--- src/design/ciu_pkg.sv ---
// package: register map, field positions, sequence timing and types of the core interrupt unit
package ciu_pkg;

  // ----------------------------------------------------------------
  // register map
  // ----------------------------------------------------------------
  localparam logic [7:0] CTRL_OFFSET = 8'h3b;
  localparam logic [7:0] FLAGS_OFFSET = 8'h3a;
  localparam logic [7:0] SENSE_OFFSET = 8'h35;
  localparam logic [7:0] CTRL_RESET = 8'h00;
  localparam logic [7:0] FLAGS_RESET = 8'h00;
  localparam logic [7:0] SENSE_RESET = 8'h00;

  // ----------------------------------------------------------------
  // field positions
  // ----------------------------------------------------------------
  localparam int EN1_BIT = 7;
  localparam int EN0_BIT = 6;
  localparam int EN2_BIT = 5;
  localparam int VSEL_BIT = 1;
  localparam int UNLOCK_BIT = 0;
  localparam int FLAG1_BIT = 7;
  localparam int FLAG0_BIT = 6;
  localparam int FLAG2_BIT = 5;
  localparam int S0_LO_BIT = 0;
  localparam int S0_HI_BIT = 1;
  localparam int S1_LO_BIT = 2;
  localparam int S1_HI_BIT = 3;
  localparam int S2_EDGE_BIT = 6;
  localparam logic [7:0] CTRL_RW_MASK = 8'he3;
  localparam logic [7:0] FLAGS_RW_MASK = 8'he0;
  localparam logic [7:0] SENSE_RW_MASK = 8'h4f;

  // ----------------------------------------------------------------
  // sense encodings and timing
  // ----------------------------------------------------------------
  localparam logic [1:0] SENSE_LEVEL = 2'h0;
  localparam logic [1:0] SENSE_ANY = 2'h1;
  localparam logic [1:0] SENSE_FALL = 2'h2;
  localparam logic [1:0] SENSE_RISE = 2'h3;
  localparam logic [2:0] ENTRY_CYCLES = 3'h4;
  localparam logic [2:0] WAKE_CYCLES = 3'h4;
  localparam logic [2:0] RETURN_CYCLES = 3'h4;
  localparam logic [2:0] UNLOCK_CYCLES = 3'h4;
  localparam int PC_W = 14;
  localparam int NSRC = 16;
  localparam logic [PC_W-1:0] APP_VECTOR_BASE = 14'h0000;
  localparam logic [PC_W-1:0] VECTOR_STEP = 14'h0002;

  // ----------------------------------------------------------------
  // types
  // ----------------------------------------------------------------
  typedef enum logic [4:0] {
    ST_RUN = 5'h01,
    ST_ENTER = 5'h02,
    ST_WAKE = 5'h04,
    ST_RETURN = 5'h08,
    ST_ONE_INSN = 5'h10
  } ciu_state_t;

  typedef struct packed {
    logic [7:0] addr;
    logic [7:0] wdata;
    logic wr;
    logic rd;
  } ciu_bus_req_t;

  typedef struct packed {
    logic insn_boundary;
    logic insn_done;
    logic ret_exec;
    logic sleeping;
    logic gie_set;
    logic gie_clr;
  } ciu_core_in_t;

  typedef struct packed {
    logic take;
    logic push;
    logic pop;
    logic [PC_W-1:0] vector_pc;
    logic [3:0] vector_id;
  } ciu_core_out_t;

endpackage : ciu_pkg

--- src/design/ciu_core_irq.sv ---
// core interrupt unit: global enable, pin requests and flags, priority entry and return sequencing
`timescale 1ns/10ps
`default_nettype none

module ciu_core_irq (
  input wire logic clk_sys,
  input wire logic rst_n,
  input wire ciu_pkg::ciu_bus_req_t bus_req,
  output logic [7:0] bus_rdata,
  input wire logic [2:0] ext_pin,
  input wire logic [ciu_pkg::NSRC-1:0] periph_req,
  output logic [ciu_pkg::NSRC-1:0] periph_ack,
  input wire logic [ciu_pkg::PC_W-1:0] boot_vector_base,
  input wire ciu_pkg::ciu_core_in_t core_in,
  output ciu_pkg::ciu_core_out_t core_out,
  output logic global_enable,
  output logic [ciu_pkg::PC_W-1:0] pc_push_value,
  input wire logic [ciu_pkg::PC_W-1:0] core_pc
);

  // ----------------------------------------------------------------
  // registers and decode
  // ----------------------------------------------------------------
  logic [7:0] ctrl_r;
  logic [7:0] flags_r;
  logic [7:0] sense_r;
  logic gie_r;
  logic [2:0] pin_prev_r;
  logic [2:0] unlock_cnt_r;
  logic block_r;
  logic block_tail_r;
  logic [2:0] seq_cnt_r;
  logic [2:0] seq_cnt_nxt;
  logic [3:0] win_id_r;
  ciu_pkg::ciu_state_t state_r;
  ciu_pkg::ciu_state_t state_nxt;

  // combinational decode and selection
  logic wr_ctrl;
  logic wr_flags;
  logic wr_sense;
  logic [2:0] pin_event;
  logic [2:0] level_req;
  logic [2:0] pin_en;
  logic [ciu_pkg::NSRC-1:0] pending;
  logic [3:0] win_id;
  logic any_pending;
  logic accept;
  logic [2:0] hw_clear;
  logic sel_write_ok;
  logic [1:0] s0;
  logic [1:0] s1;

  // decode is combinational, so a write lands at the very edge that samples its strobe
  // unmapped addresses decode to nothing: such writes are dropped without a trace
  assign wr_ctrl = bus_req.wr && (bus_req.addr == ciu_pkg::CTRL_OFFSET);
  assign wr_flags = bus_req.wr && (bus_req.addr == ciu_pkg::FLAGS_OFFSET);
  assign wr_sense = bus_req.wr && (bus_req.addr == ciu_pkg::SENSE_OFFSET);
  assign s0 = {sense_r[ciu_pkg::S0_HI_BIT], sense_r[ciu_pkg::S0_LO_BIT]};
  assign s1 = {sense_r[ciu_pkg::S1_HI_BIT], sense_r[ciu_pkg::S1_LO_BIT]};
  assign pin_en = {ctrl_r[ciu_pkg::EN2_BIT], ctrl_r[ciu_pkg::EN1_BIT], ctrl_r[ciu_pkg::EN0_BIT]};
  assign sel_write_ok = wr_ctrl && ctrl_r[ciu_pkg::UNLOCK_BIT] && !bus_req.wdata[ciu_pkg::UNLOCK_BIT];

  // ----------------------------------------------------------------
  // pin sensing
  // ----------------------------------------------------------------
  // pins are sampled after the pad, so an output-driven pin still triggers
  // the history resets low while sense resets to level (pin 2 to falling edge), so no false edge follows reset
  // limitation: a pulse shorter than one clock period may go unseen
  always_ff @(posedge clk_sys) begin
    if (!rst_n) begin
      pin_prev_r <= 3'h0;
    end else begin
      pin_prev_r <= ext_pin;
    end
  end

  // level mode yields no edge here and never reaches a flag
  function automatic logic edge_hit(input logic [1:0] mode, input logic now, input logic was);
    case (mode)
      ciu_pkg::SENSE_ANY: edge_hit = now ^ was;
      ciu_pkg::SENSE_FALL: edge_hit = was & ~now;
      ciu_pkg::SENSE_RISE: edge_hit = now & ~was;
      default: edge_hit = 1'b0;
    endcase
  endfunction : edge_hit

  always_comb begin
    pin_event[0] = edge_hit(s0, ext_pin[0], pin_prev_r[0]);
    pin_event[1] = edge_hit(s1, ext_pin[1], pin_prev_r[1]);
    pin_event[2] = sense_r[ciu_pkg::S2_EDGE_BIT] ? (ext_pin[2] & ~pin_prev_r[2])
                                                 : (pin_prev_r[2] & ~ext_pin[2]);
    level_req[0] = (s0 == ciu_pkg::SENSE_LEVEL) && !ext_pin[0];
    level_req[1] = (s1 == ciu_pkg::SENSE_LEVEL) && !ext_pin[1];
    level_req[2] = 1'b0;
  end

  // ----------------------------------------------------------------
  // flags: pin flags in bits 7..5, set beats clear
  // ----------------------------------------------------------------
  always_ff @(posedge clk_sys) begin
    if (!rst_n) begin
      flags_r <= ciu_pkg::FLAGS_RESET;
    end else begin
      // an event in the cycle of a clear wins, so no edge is lost to a racing write
      flags_r[ciu_pkg::FLAG0_BIT] <= (s0 != ciu_pkg::SENSE_LEVEL) && (pin_event[0] ||
        (flags_r[ciu_pkg::FLAG0_BIT] && !hw_clear[0] && !(wr_flags && bus_req.wdata[ciu_pkg::FLAG0_BIT])));
      flags_r[ciu_pkg::FLAG1_BIT] <= (s1 != ciu_pkg::SENSE_LEVEL) && (pin_event[1] ||
        (flags_r[ciu_pkg::FLAG1_BIT] && !hw_clear[1] && !(wr_flags && bus_req.wdata[ciu_pkg::FLAG1_BIT])));
      // pin 2 has no level mode, so its flag is never held clear
      flags_r[ciu_pkg::FLAG2_BIT] <= pin_event[2] ||
        (flags_r[ciu_pkg::FLAG2_BIT] && !hw_clear[2] && !(wr_flags && bus_req.wdata[ciu_pkg::FLAG2_BIT]));
      flags_r[4:0] <= 5'h00;
    end
  end

  // ----------------------------------------------------------------
  // control register and vector relocation unlock
  // ----------------------------------------------------------------
  always_ff @(posedge clk_sys) begin
    if (!rst_n) begin
      ctrl_r <= ciu_pkg::CTRL_RESET;
      unlock_cnt_r <= 3'h0;
    end else begin
      ctrl_r[ciu_pkg::EN1_BIT] <= wr_ctrl ? bus_req.wdata[ciu_pkg::EN1_BIT] : ctrl_r[ciu_pkg::EN1_BIT];
      ctrl_r[ciu_pkg::EN0_BIT] <= wr_ctrl ? bus_req.wdata[ciu_pkg::EN0_BIT] : ctrl_r[ciu_pkg::EN0_BIT];
      ctrl_r[ciu_pkg::EN2_BIT] <= wr_ctrl ? bus_req.wdata[ciu_pkg::EN2_BIT] : ctrl_r[ciu_pkg::EN2_BIT];
      ctrl_r[4:2] <= 3'h0;
      // a select write without a live unlock is simply ignored
      if (sel_write_ok) begin
        ctrl_r[ciu_pkg::VSEL_BIT] <= bus_req.wdata[ciu_pkg::VSEL_BIT];
      end
      // a fresh unlock write restarts the window rather than extending the old one
      if (wr_ctrl && bus_req.wdata[ciu_pkg::UNLOCK_BIT]) begin
        ctrl_r[ciu_pkg::UNLOCK_BIT] <= 1'b1;
        unlock_cnt_r <= ciu_pkg::UNLOCK_CYCLES;
      end else if (sel_write_ok || unlock_cnt_r == 3'h1) begin
        ctrl_r[ciu_pkg::UNLOCK_BIT] <= 1'b0;
        unlock_cnt_r <= 3'h0;
      end else if (unlock_cnt_r != 3'h0) begin
        unlock_cnt_r <= unlock_cnt_r - 3'h1;
      end
    end
  end

  // interrupts held off while unlocked, and through the instruction after the select write
  // the global enable is left alone: the hold-off is a separate gate on acceptance
  always_ff @(posedge clk_sys) begin
    if (!rst_n) begin
      block_tail_r <= 1'b0;
    end else if (sel_write_ok) begin
      block_tail_r <= 1'b1;
    end else if (core_in.insn_done) begin
      block_tail_r <= 1'b0;
    end
  end

  always_comb begin
    block_r = ctrl_r[ciu_pkg::UNLOCK_BIT] || block_tail_r ||
              (wr_ctrl && bus_req.wdata[ciu_pkg::UNLOCK_BIT]);
  end

  always_ff @(posedge clk_sys) begin
    if (!rst_n) begin
      sense_r <= ciu_pkg::SENSE_RESET;
    end else if (wr_sense) begin
      // unused sense bits are dropped on write so they read back as zero
      sense_r <= bus_req.wdata & ciu_pkg::SENSE_RW_MASK;
    end
  end

  // ----------------------------------------------------------------
  // read port: data one cycle after the strobe
  // ----------------------------------------------------------------
  always_ff @(posedge clk_sys) begin
    if (!rst_n) begin
      bus_rdata <= 8'h00;
    end else if (bus_req.rd) begin
      // reserved ctrl and flag bits are masked here as well as never being stored; sense is read back unmasked
      case (bus_req.addr)
        ciu_pkg::CTRL_OFFSET: bus_rdata <= ctrl_r & ciu_pkg::CTRL_RW_MASK;
        ciu_pkg::FLAGS_OFFSET: bus_rdata <= flags_r & ciu_pkg::FLAGS_RW_MASK;
        ciu_pkg::SENSE_OFFSET: bus_rdata <= sense_r;
        default: bus_rdata <= 8'h00;
      endcase
    end else begin
      // no read this cycle: the port shows zero so stale data cannot be mistaken
      bus_rdata <= 8'h00;
    end
  end

  // ----------------------------------------------------------------
  // priority select: slot 0 = pin 0, 1 = pin 1, 2 = pin 2, then peripherals
  // ----------------------------------------------------------------
  always_comb begin
    // slots 0..2 belong to the pins and override what the peripheral vector carries
    pending = periph_req;
    pending[0] = pin_en[0] && (flags_r[ciu_pkg::FLAG0_BIT] || level_req[0]);
    pending[1] = pin_en[1] && (flags_r[ciu_pkg::FLAG1_BIT] || level_req[1]);
    pending[2] = pin_en[2] && flags_r[ciu_pkg::FLAG2_BIT];
    // the loop runs downward so the lowest pending slot is the last to win
    win_id = 4'h0;
    any_pending = 1'b0;
    for (int i = ciu_pkg::NSRC - 1; i >= 0; i--) begin
      if (pending[i]) begin
        win_id = 4'(i);
        any_pending = 1'b1;
      end
    end
  end

  // pending requests wait for the global enable and an instruction boundary
  // a request arriving mid-instruction simply waits here for the boundary
  assign accept = (state_r == ciu_pkg::ST_RUN) && gie_r && any_pending && !block_r &&
                  core_in.insn_boundary;

  // ----------------------------------------------------------------
  // entry/return sequencer
  // ----------------------------------------------------------------
  always_comb begin
    state_nxt = state_r;
    seq_cnt_nxt = seq_cnt_r;
    case (state_r)
      ciu_pkg::ST_RUN: begin
        // entry outranks return; a return is only decoded in the run state
        if (accept && core_in.sleeping) begin
          state_nxt = ciu_pkg::ST_WAKE;
          seq_cnt_nxt = ciu_pkg::WAKE_CYCLES;
        end else if (accept) begin
          state_nxt = ciu_pkg::ST_ENTER;
          seq_cnt_nxt = ciu_pkg::ENTRY_CYCLES;
        end else if (core_in.ret_exec) begin
          state_nxt = ciu_pkg::ST_RETURN;
          seq_cnt_nxt = ciu_pkg::RETURN_CYCLES;
        end
      end
      // wake-up is a fixed prelude; take and vector come at its start, the push follows in the entry state
      ciu_pkg::ST_WAKE: begin
        seq_cnt_nxt = seq_cnt_r - 3'h1;
        if (seq_cnt_r == 3'h1) begin
          state_nxt = ciu_pkg::ST_ENTER;
          seq_cnt_nxt = ciu_pkg::ENTRY_CYCLES;
        end
      end
      ciu_pkg::ST_ENTER: begin
        seq_cnt_nxt = seq_cnt_r - 3'h1;
        if (seq_cnt_r == 3'h1) begin
          state_nxt = ciu_pkg::ST_RUN;
        end
      end
      ciu_pkg::ST_RETURN: begin
        seq_cnt_nxt = seq_cnt_r - 3'h1;
        if (seq_cnt_r == 3'h1) begin
          state_nxt = ciu_pkg::ST_ONE_INSN;
        end
      end
      // one main-program instruction must retire before the next entry may start
      ciu_pkg::ST_ONE_INSN: begin
        if (core_in.insn_done) begin
          state_nxt = ciu_pkg::ST_RUN;
        end
      end
      default: begin
        state_nxt = ciu_pkg::ST_RUN;
        seq_cnt_nxt = 3'h0;
      end
    endcase
  end

  always_ff @(posedge clk_sys) begin
    if (!rst_n) begin
      state_r <= ciu_pkg::ST_RUN;
      seq_cnt_r <= 3'h0;
    end else begin
      state_r <= state_nxt;
      seq_cnt_r <= seq_cnt_nxt;
    end
  end

  // the winner is frozen at acceptance so the vector cannot change mid-entry
  // the frozen copy lags acceptance by one edge, so outputs at that edge use win_id
  always_ff @(posedge clk_sys) begin
    if (!rst_n) begin
      win_id_r <= 4'h0;
    end else if (accept) begin
      win_id_r <= win_id;
    end
  end

  // the pin flag goes in the last entry cycle, after the pc has already been vectored
  // peripheral slots have no flag here; they are acknowledged instead
  always_comb begin
    hw_clear = 3'h0;
    if (state_r == ciu_pkg::ST_ENTER && seq_cnt_r == 3'h1 && win_id_r < 4'h3) begin
      hw_clear[win_id_r[1:0]] = 1'b1;
    end
  end

  // ----------------------------------------------------------------
  // global enable; the status register itself is left to software
  // ----------------------------------------------------------------
  always_ff @(posedge clk_sys) begin
    if (!rst_n) begin
      gie_r <= 1'b0;
    end else if (accept) begin
      gie_r <= 1'b0;
    end else if (state_r == ciu_pkg::ST_RETURN && seq_cnt_r == 3'h1) begin
      gie_r <= 1'b1;
      // software set and clear lose to the hardware events above
    end else if (core_in.gie_clr) begin
      gie_r <= 1'b0;
    end else if (core_in.gie_set) begin
      gie_r <= 1'b1;
    end
  end

  // ----------------------------------------------------------------
  // core side outputs
  // ----------------------------------------------------------------
  always_ff @(posedge clk_sys) begin
    if (!rst_n) begin
      core_out <= '0;
      pc_push_value <= '0;
      periph_ack <= '0;
    end else begin
      core_out.take <= accept;
      // push marks the first entry cycle, after any wake-up prelude
      core_out.push <= (state_nxt == ciu_pkg::ST_ENTER) && (state_r != ciu_pkg::ST_ENTER);
      core_out.pop <= (state_nxt == ciu_pkg::ST_RETURN) && (state_r != ciu_pkg::ST_RETURN);
      core_out.vector_id <= accept ? win_id : core_out.vector_id;
      // the vector follows the winner from the acceptance edge on, so take and vector agree
      core_out.vector_pc <= (ctrl_r[ciu_pkg::VSEL_BIT] ? boot_vector_base : ciu_pkg::APP_VECTOR_BASE) +
                            ciu_pkg::PC_W'((accept ? win_id : win_id_r) + 4'h1) * ciu_pkg::VECTOR_STEP;
      pc_push_value <= accept ? core_pc : pc_push_value;
      periph_ack <= '0;
      // a peripheral learns its request was served at the end of the last entry cycle
      if (state_r == ciu_pkg::ST_ENTER && seq_cnt_r == 3'h1 && win_id_r >= 4'h3) begin
        periph_ack[win_id_r] <= 1'b1;
      end
    end
  end

  // the core reads this as the enable bit of its status register
  assign global_enable = gie_r;

endmodule : ciu_core_irq

`default_nettype wire

--- config.mk ---
export PLATFORM = sky130hd
export DESIGN_NAME = ciu_core_irq
export DESIGN_NICKNAME = d
export VERILOG_FILES = /design/src/design/ciu_pkg.sv /design/src/design/ciu_core_irq.sv
export SDC_FILE = /design/constraint.sdc
export NUM_CORES = 1
export LEC_CHECK = 0
export BUFFER_PORTS_ARGS = -buffer_cell sky130_fd_sc_hd__buf_4
export CORE_MARGIN = 5
export CORE_UTILIZATION = 54
export CTS_CLUSTER_DIAMETER = 50
export DETAILED_ROUTE_END_ITERATION = 10
export PLACE_DENSITY_LB_ADDON = 0.2
export SYNTH_ARGS = -nofsm -noshare
export SYNTH_HDL_FRONTEND = slang
export SYNTH_SLANG_ARGS = --single-unit
--- constraint.sdc ---
create_clock -name clk_sys -period 9.4 [get_ports clk_sys]
set_input_delay 0.47 -clock clk_sys [delete_from_list [all_inputs] [get_ports clk_sys]]
set_output_delay 0.47 -clock clk_sys [all_outputs]
set_load 0.05 [all_outputs]
==> out/results.tsv <==
metric	value	unit
status	finished, final reports clean	
ANT cells	0	
DR pass1 iterations	4	
Hold Slack	337	ps
total track usage	21.1	%
R2R setup slack	4960	ps
clk_skew	7.61	ps
CTS tree	done	
die height	96.4	µm
logic gate share of total power	15.5	%
Finished Layout Cells	690	
placed insts	674	
critical path fanouts, max	19	
RSZ-0062 raised after global routing	no	
Post-Syn Instances	464	
global-route wire length before repair	15400	µm
Remaining DRCs	0	
fillcell total	560	
Setup Crit Path Kind	flip-flop to flip-flop	
# resized after CTS	0	
DPL Wire Length	7410	µm
vias in the first global route	3545	
register share of total power	48.7	%
grt ovf	0	
Max VDD drop	0.0870	mV
Synth async-reset ratio	0	%
clock sink count	87	
Synth Cell Area	0.00404	mm²
achievable frequency	0.225	GHz
Vias	3658	
root buffer cell	clkbuf_8	
CP Capture Type	flip-flop	
setup violators final	0	
drt wl/cell	14.3	µm
RR Endpoint	core_out[17]	
Max Cap Viol	0	
Int Power	0.000589	W
GPL Wtd Cong	0.819	
fraction of layout cells with a size suffix above 1	26.1	%
area delta synth->final	30.0	%
postcts setup bufs	0	
Initial Util	55.6	%
YS warnings	0	
Post-DRT Antenna Nets	0	
Seq. cell area	0.00174	mm²
Max-slew headroom	56.3	%
largest net degree at the start of global routing	65	
die width	96.4	µm
Final Core Density	72.3	%
critical path arrival	4690	ps
Mean Syn Cell Area	8.70	µm²
Post-CTS Hold Buffers	0	
core area	0.00725	mm²
Vias/cell	5.30	
Slew Viols, Final	0	
Post-layout nets	675	
sw frac	26.8	%
total CTS buffers	9	
I/O pin count	133	
final hold violation count	0	
Rows	31	
TNS Setup	0	ps
CP Launch Type	flip-flop	
H-tree Lvls	3	
area occupied by multi-input gates	0.00213	mm²
CTS Buffer Depth	2	
Hold Path Class	input port to flip-flop	
Psw	0.000216	W
Final Critical Period	4440	ps
Worst Tran Pin Value	649	ps
fin crit share	47.2	%
Die Footprint	0.00930	mm²
latest clock arrival within the worst-skew pair	360	ps
pwr dens	154	mW/mm²
initial antenna violation count	0	
sequential cell area fraction in the yosys report	43.2	%
I/O Buffers	127	
CTS clock-pin slew for the worst setup and hold paths	90	ps
WP data required	9660	ps
clock power share	35.8	%
initial DRC count	178	
dominant synthesized flop cell	dfxtp_1	
reg2reg start	state_r[2]	
#FFs+latches synth	87	
drt total wl	9880	µm
CP startpoint	state_r[2]	
Synth cell types	61	
Critical path destination	core_out[17]	
r2r worst-path depth	16	
number of synthesized flops with an enable pin	0	
Leak	2.26	nW
Yosys cell counts, drive strengths merged (6+ instances only):
| cell | count | area (µm²) |
|---|---|---|
| a21oi | 17 | 85.1 |
| nand3 | 13 | 65.1 |
| nor3 | 11 | 66.3 |
| buf | 6 | 51.3 |
| nand2b | 6 | 37.5 |
| nand2 | 66 | 250 |
| clkbuf | 13 | 48.8 |
| mux2i | 6 | 60.1 |
| and2 | 19 | 121 |
| nor4 | 6 | 43.8 |
| xor2 | 6 | 52.6 |
| nor2 | 42 | 158 |
| o21ai | 14 | 81.3 |
| inv | 20 | 75.1 |
| dfxtp | 87 | 1740 |
| nor2b | 16 | 100 |
| ha | 15 | 188 |
| nand4 | 6 | 37.5 |
| xnor2 | 6 | 52.6 |
| and3 | 10 | 62.6 |
| a21boi | 23 | 173 |
critical path: stages (launching register included):
cell and delay [ps]:
dfxtp_1 420, nor3_4 250, and3b_4 260, and3_1 360
nand2_2 320, a22oi_1 400, inv_1 80, ha_1 320
inv_1 70, fa_1 440, nor2b_1 170, o21a_1 150
o21ai_0 100, a21oi_1 330, or3b_2 490, xor2_1 130
nor2_1 50
kinds of logic after synthesis:
| family | synth area share, % |
|---|---|
| buffers and inverters | 4.34 |
| other | 0.0929 |
| xor gates and xnor gates | 2.60 |
| AOI/OAI and AO/OA | 14.7 |
| adders and majority gates | 5.15 |
| and+or+nand+nor | 28.5 |
| DFF | 43.2 |
| muxes | 1.49 |
power groups by stage:
stage	logic, W	clock network [W]	registers [W]
finish	0.000125	0.000288	0.000392
global route	0.000140	0.000307	0.000394
CTS	0.000126	0.000292	0.000392
detailed placement	0.000125	0	0.000400
global placement	0.000119	0	0.000399
floorplan	0.0000668	0	0.000412
state kept, by name (all words and copies together) (netlist names):
register       flops
block_tail_r       1
bus_rdata          7
core_out          21
ctrl_r             5
flags_r            3
global_enable      1
pc_push_value     14
periph_ack        16
pin_prev_r         3
sense_r            5
seq_cnt_r          3
state_r            5
unlock_cnt_r       3
per-layer routing:
metal / GRT usage [%] / vias to the layer above / share of wire (%) / routed length, µm
li1: - / 1838 / - / -
met3: 5.19 / 26 / 6.8 / 670
met4: 9.70 / 0 / 2.3 / 225
met5: 0 / - / 0 / 0
met1: 23.9 / 1675 / 41 / 4030
met2: 37.3 / 119 / 50 / 4950
layout make-up:
cell class,instances,area share [%]
well taps,99,2.36
inverters,20,1.43
repair buffers,127,18.2
flip-flops and latches,87,33.2
clock inverters,7,1.84
clock buffers,9,2.36
multi-input cells,341,40.6
layout by cell type (no fill, tap or decap), types with 9 or more instances in the layout:
cell type	instances
a21oi_1	17
clkbuf_8	9
nand2_1	65
ha_1	15
buf_4	127
a21boi_0	23
inv_1	20
nor3_1	10
nor2_1	42
nor2b_1	16
and3_1	10
and2_1	18
nand3_1	13
dfxtp_1	87
o21ai_0	11
stage by stage:
step | setup WS (ps) | cell area [µm²] | total power (W)
2_1_floorplan | 5530 | 4050 | 0.000478
3_3_place_gp | 4960 | 5020 | 0.000519
3_5_place_dp | 4880 | 5020 | 0.000525
4_1_cts | 4960 | 5240 | 0.000810
5_1_grt | 4640 | 5240 | 0.000841
6_report | 4960 | 5240 | 0.000805
worst min path at each step:
| stage | end | slack [ps] | start | depth (start not counted) |
|---|---|---|---|---|
| finish | pin_prev_r[2] | 340 | ext_pin[2] | 2 |
| global route | core_out[4] | 340 | boot_vector_base[0] | 2 |
| CTS | pin_prev_r[2] | 330 | ext_pin[2] | 2 |
| detailed placement | pc_push_value[3] | 460 | pc_push_value[3] | 2 |
| global placement | pc_push_value[1] | 450 | pc_push_value[1] | 2 |
| floorplan | flags_r[7] | 460 | flags_r[7] | 2 |
No activity file was read; power rests on OpenSTA's default activity.
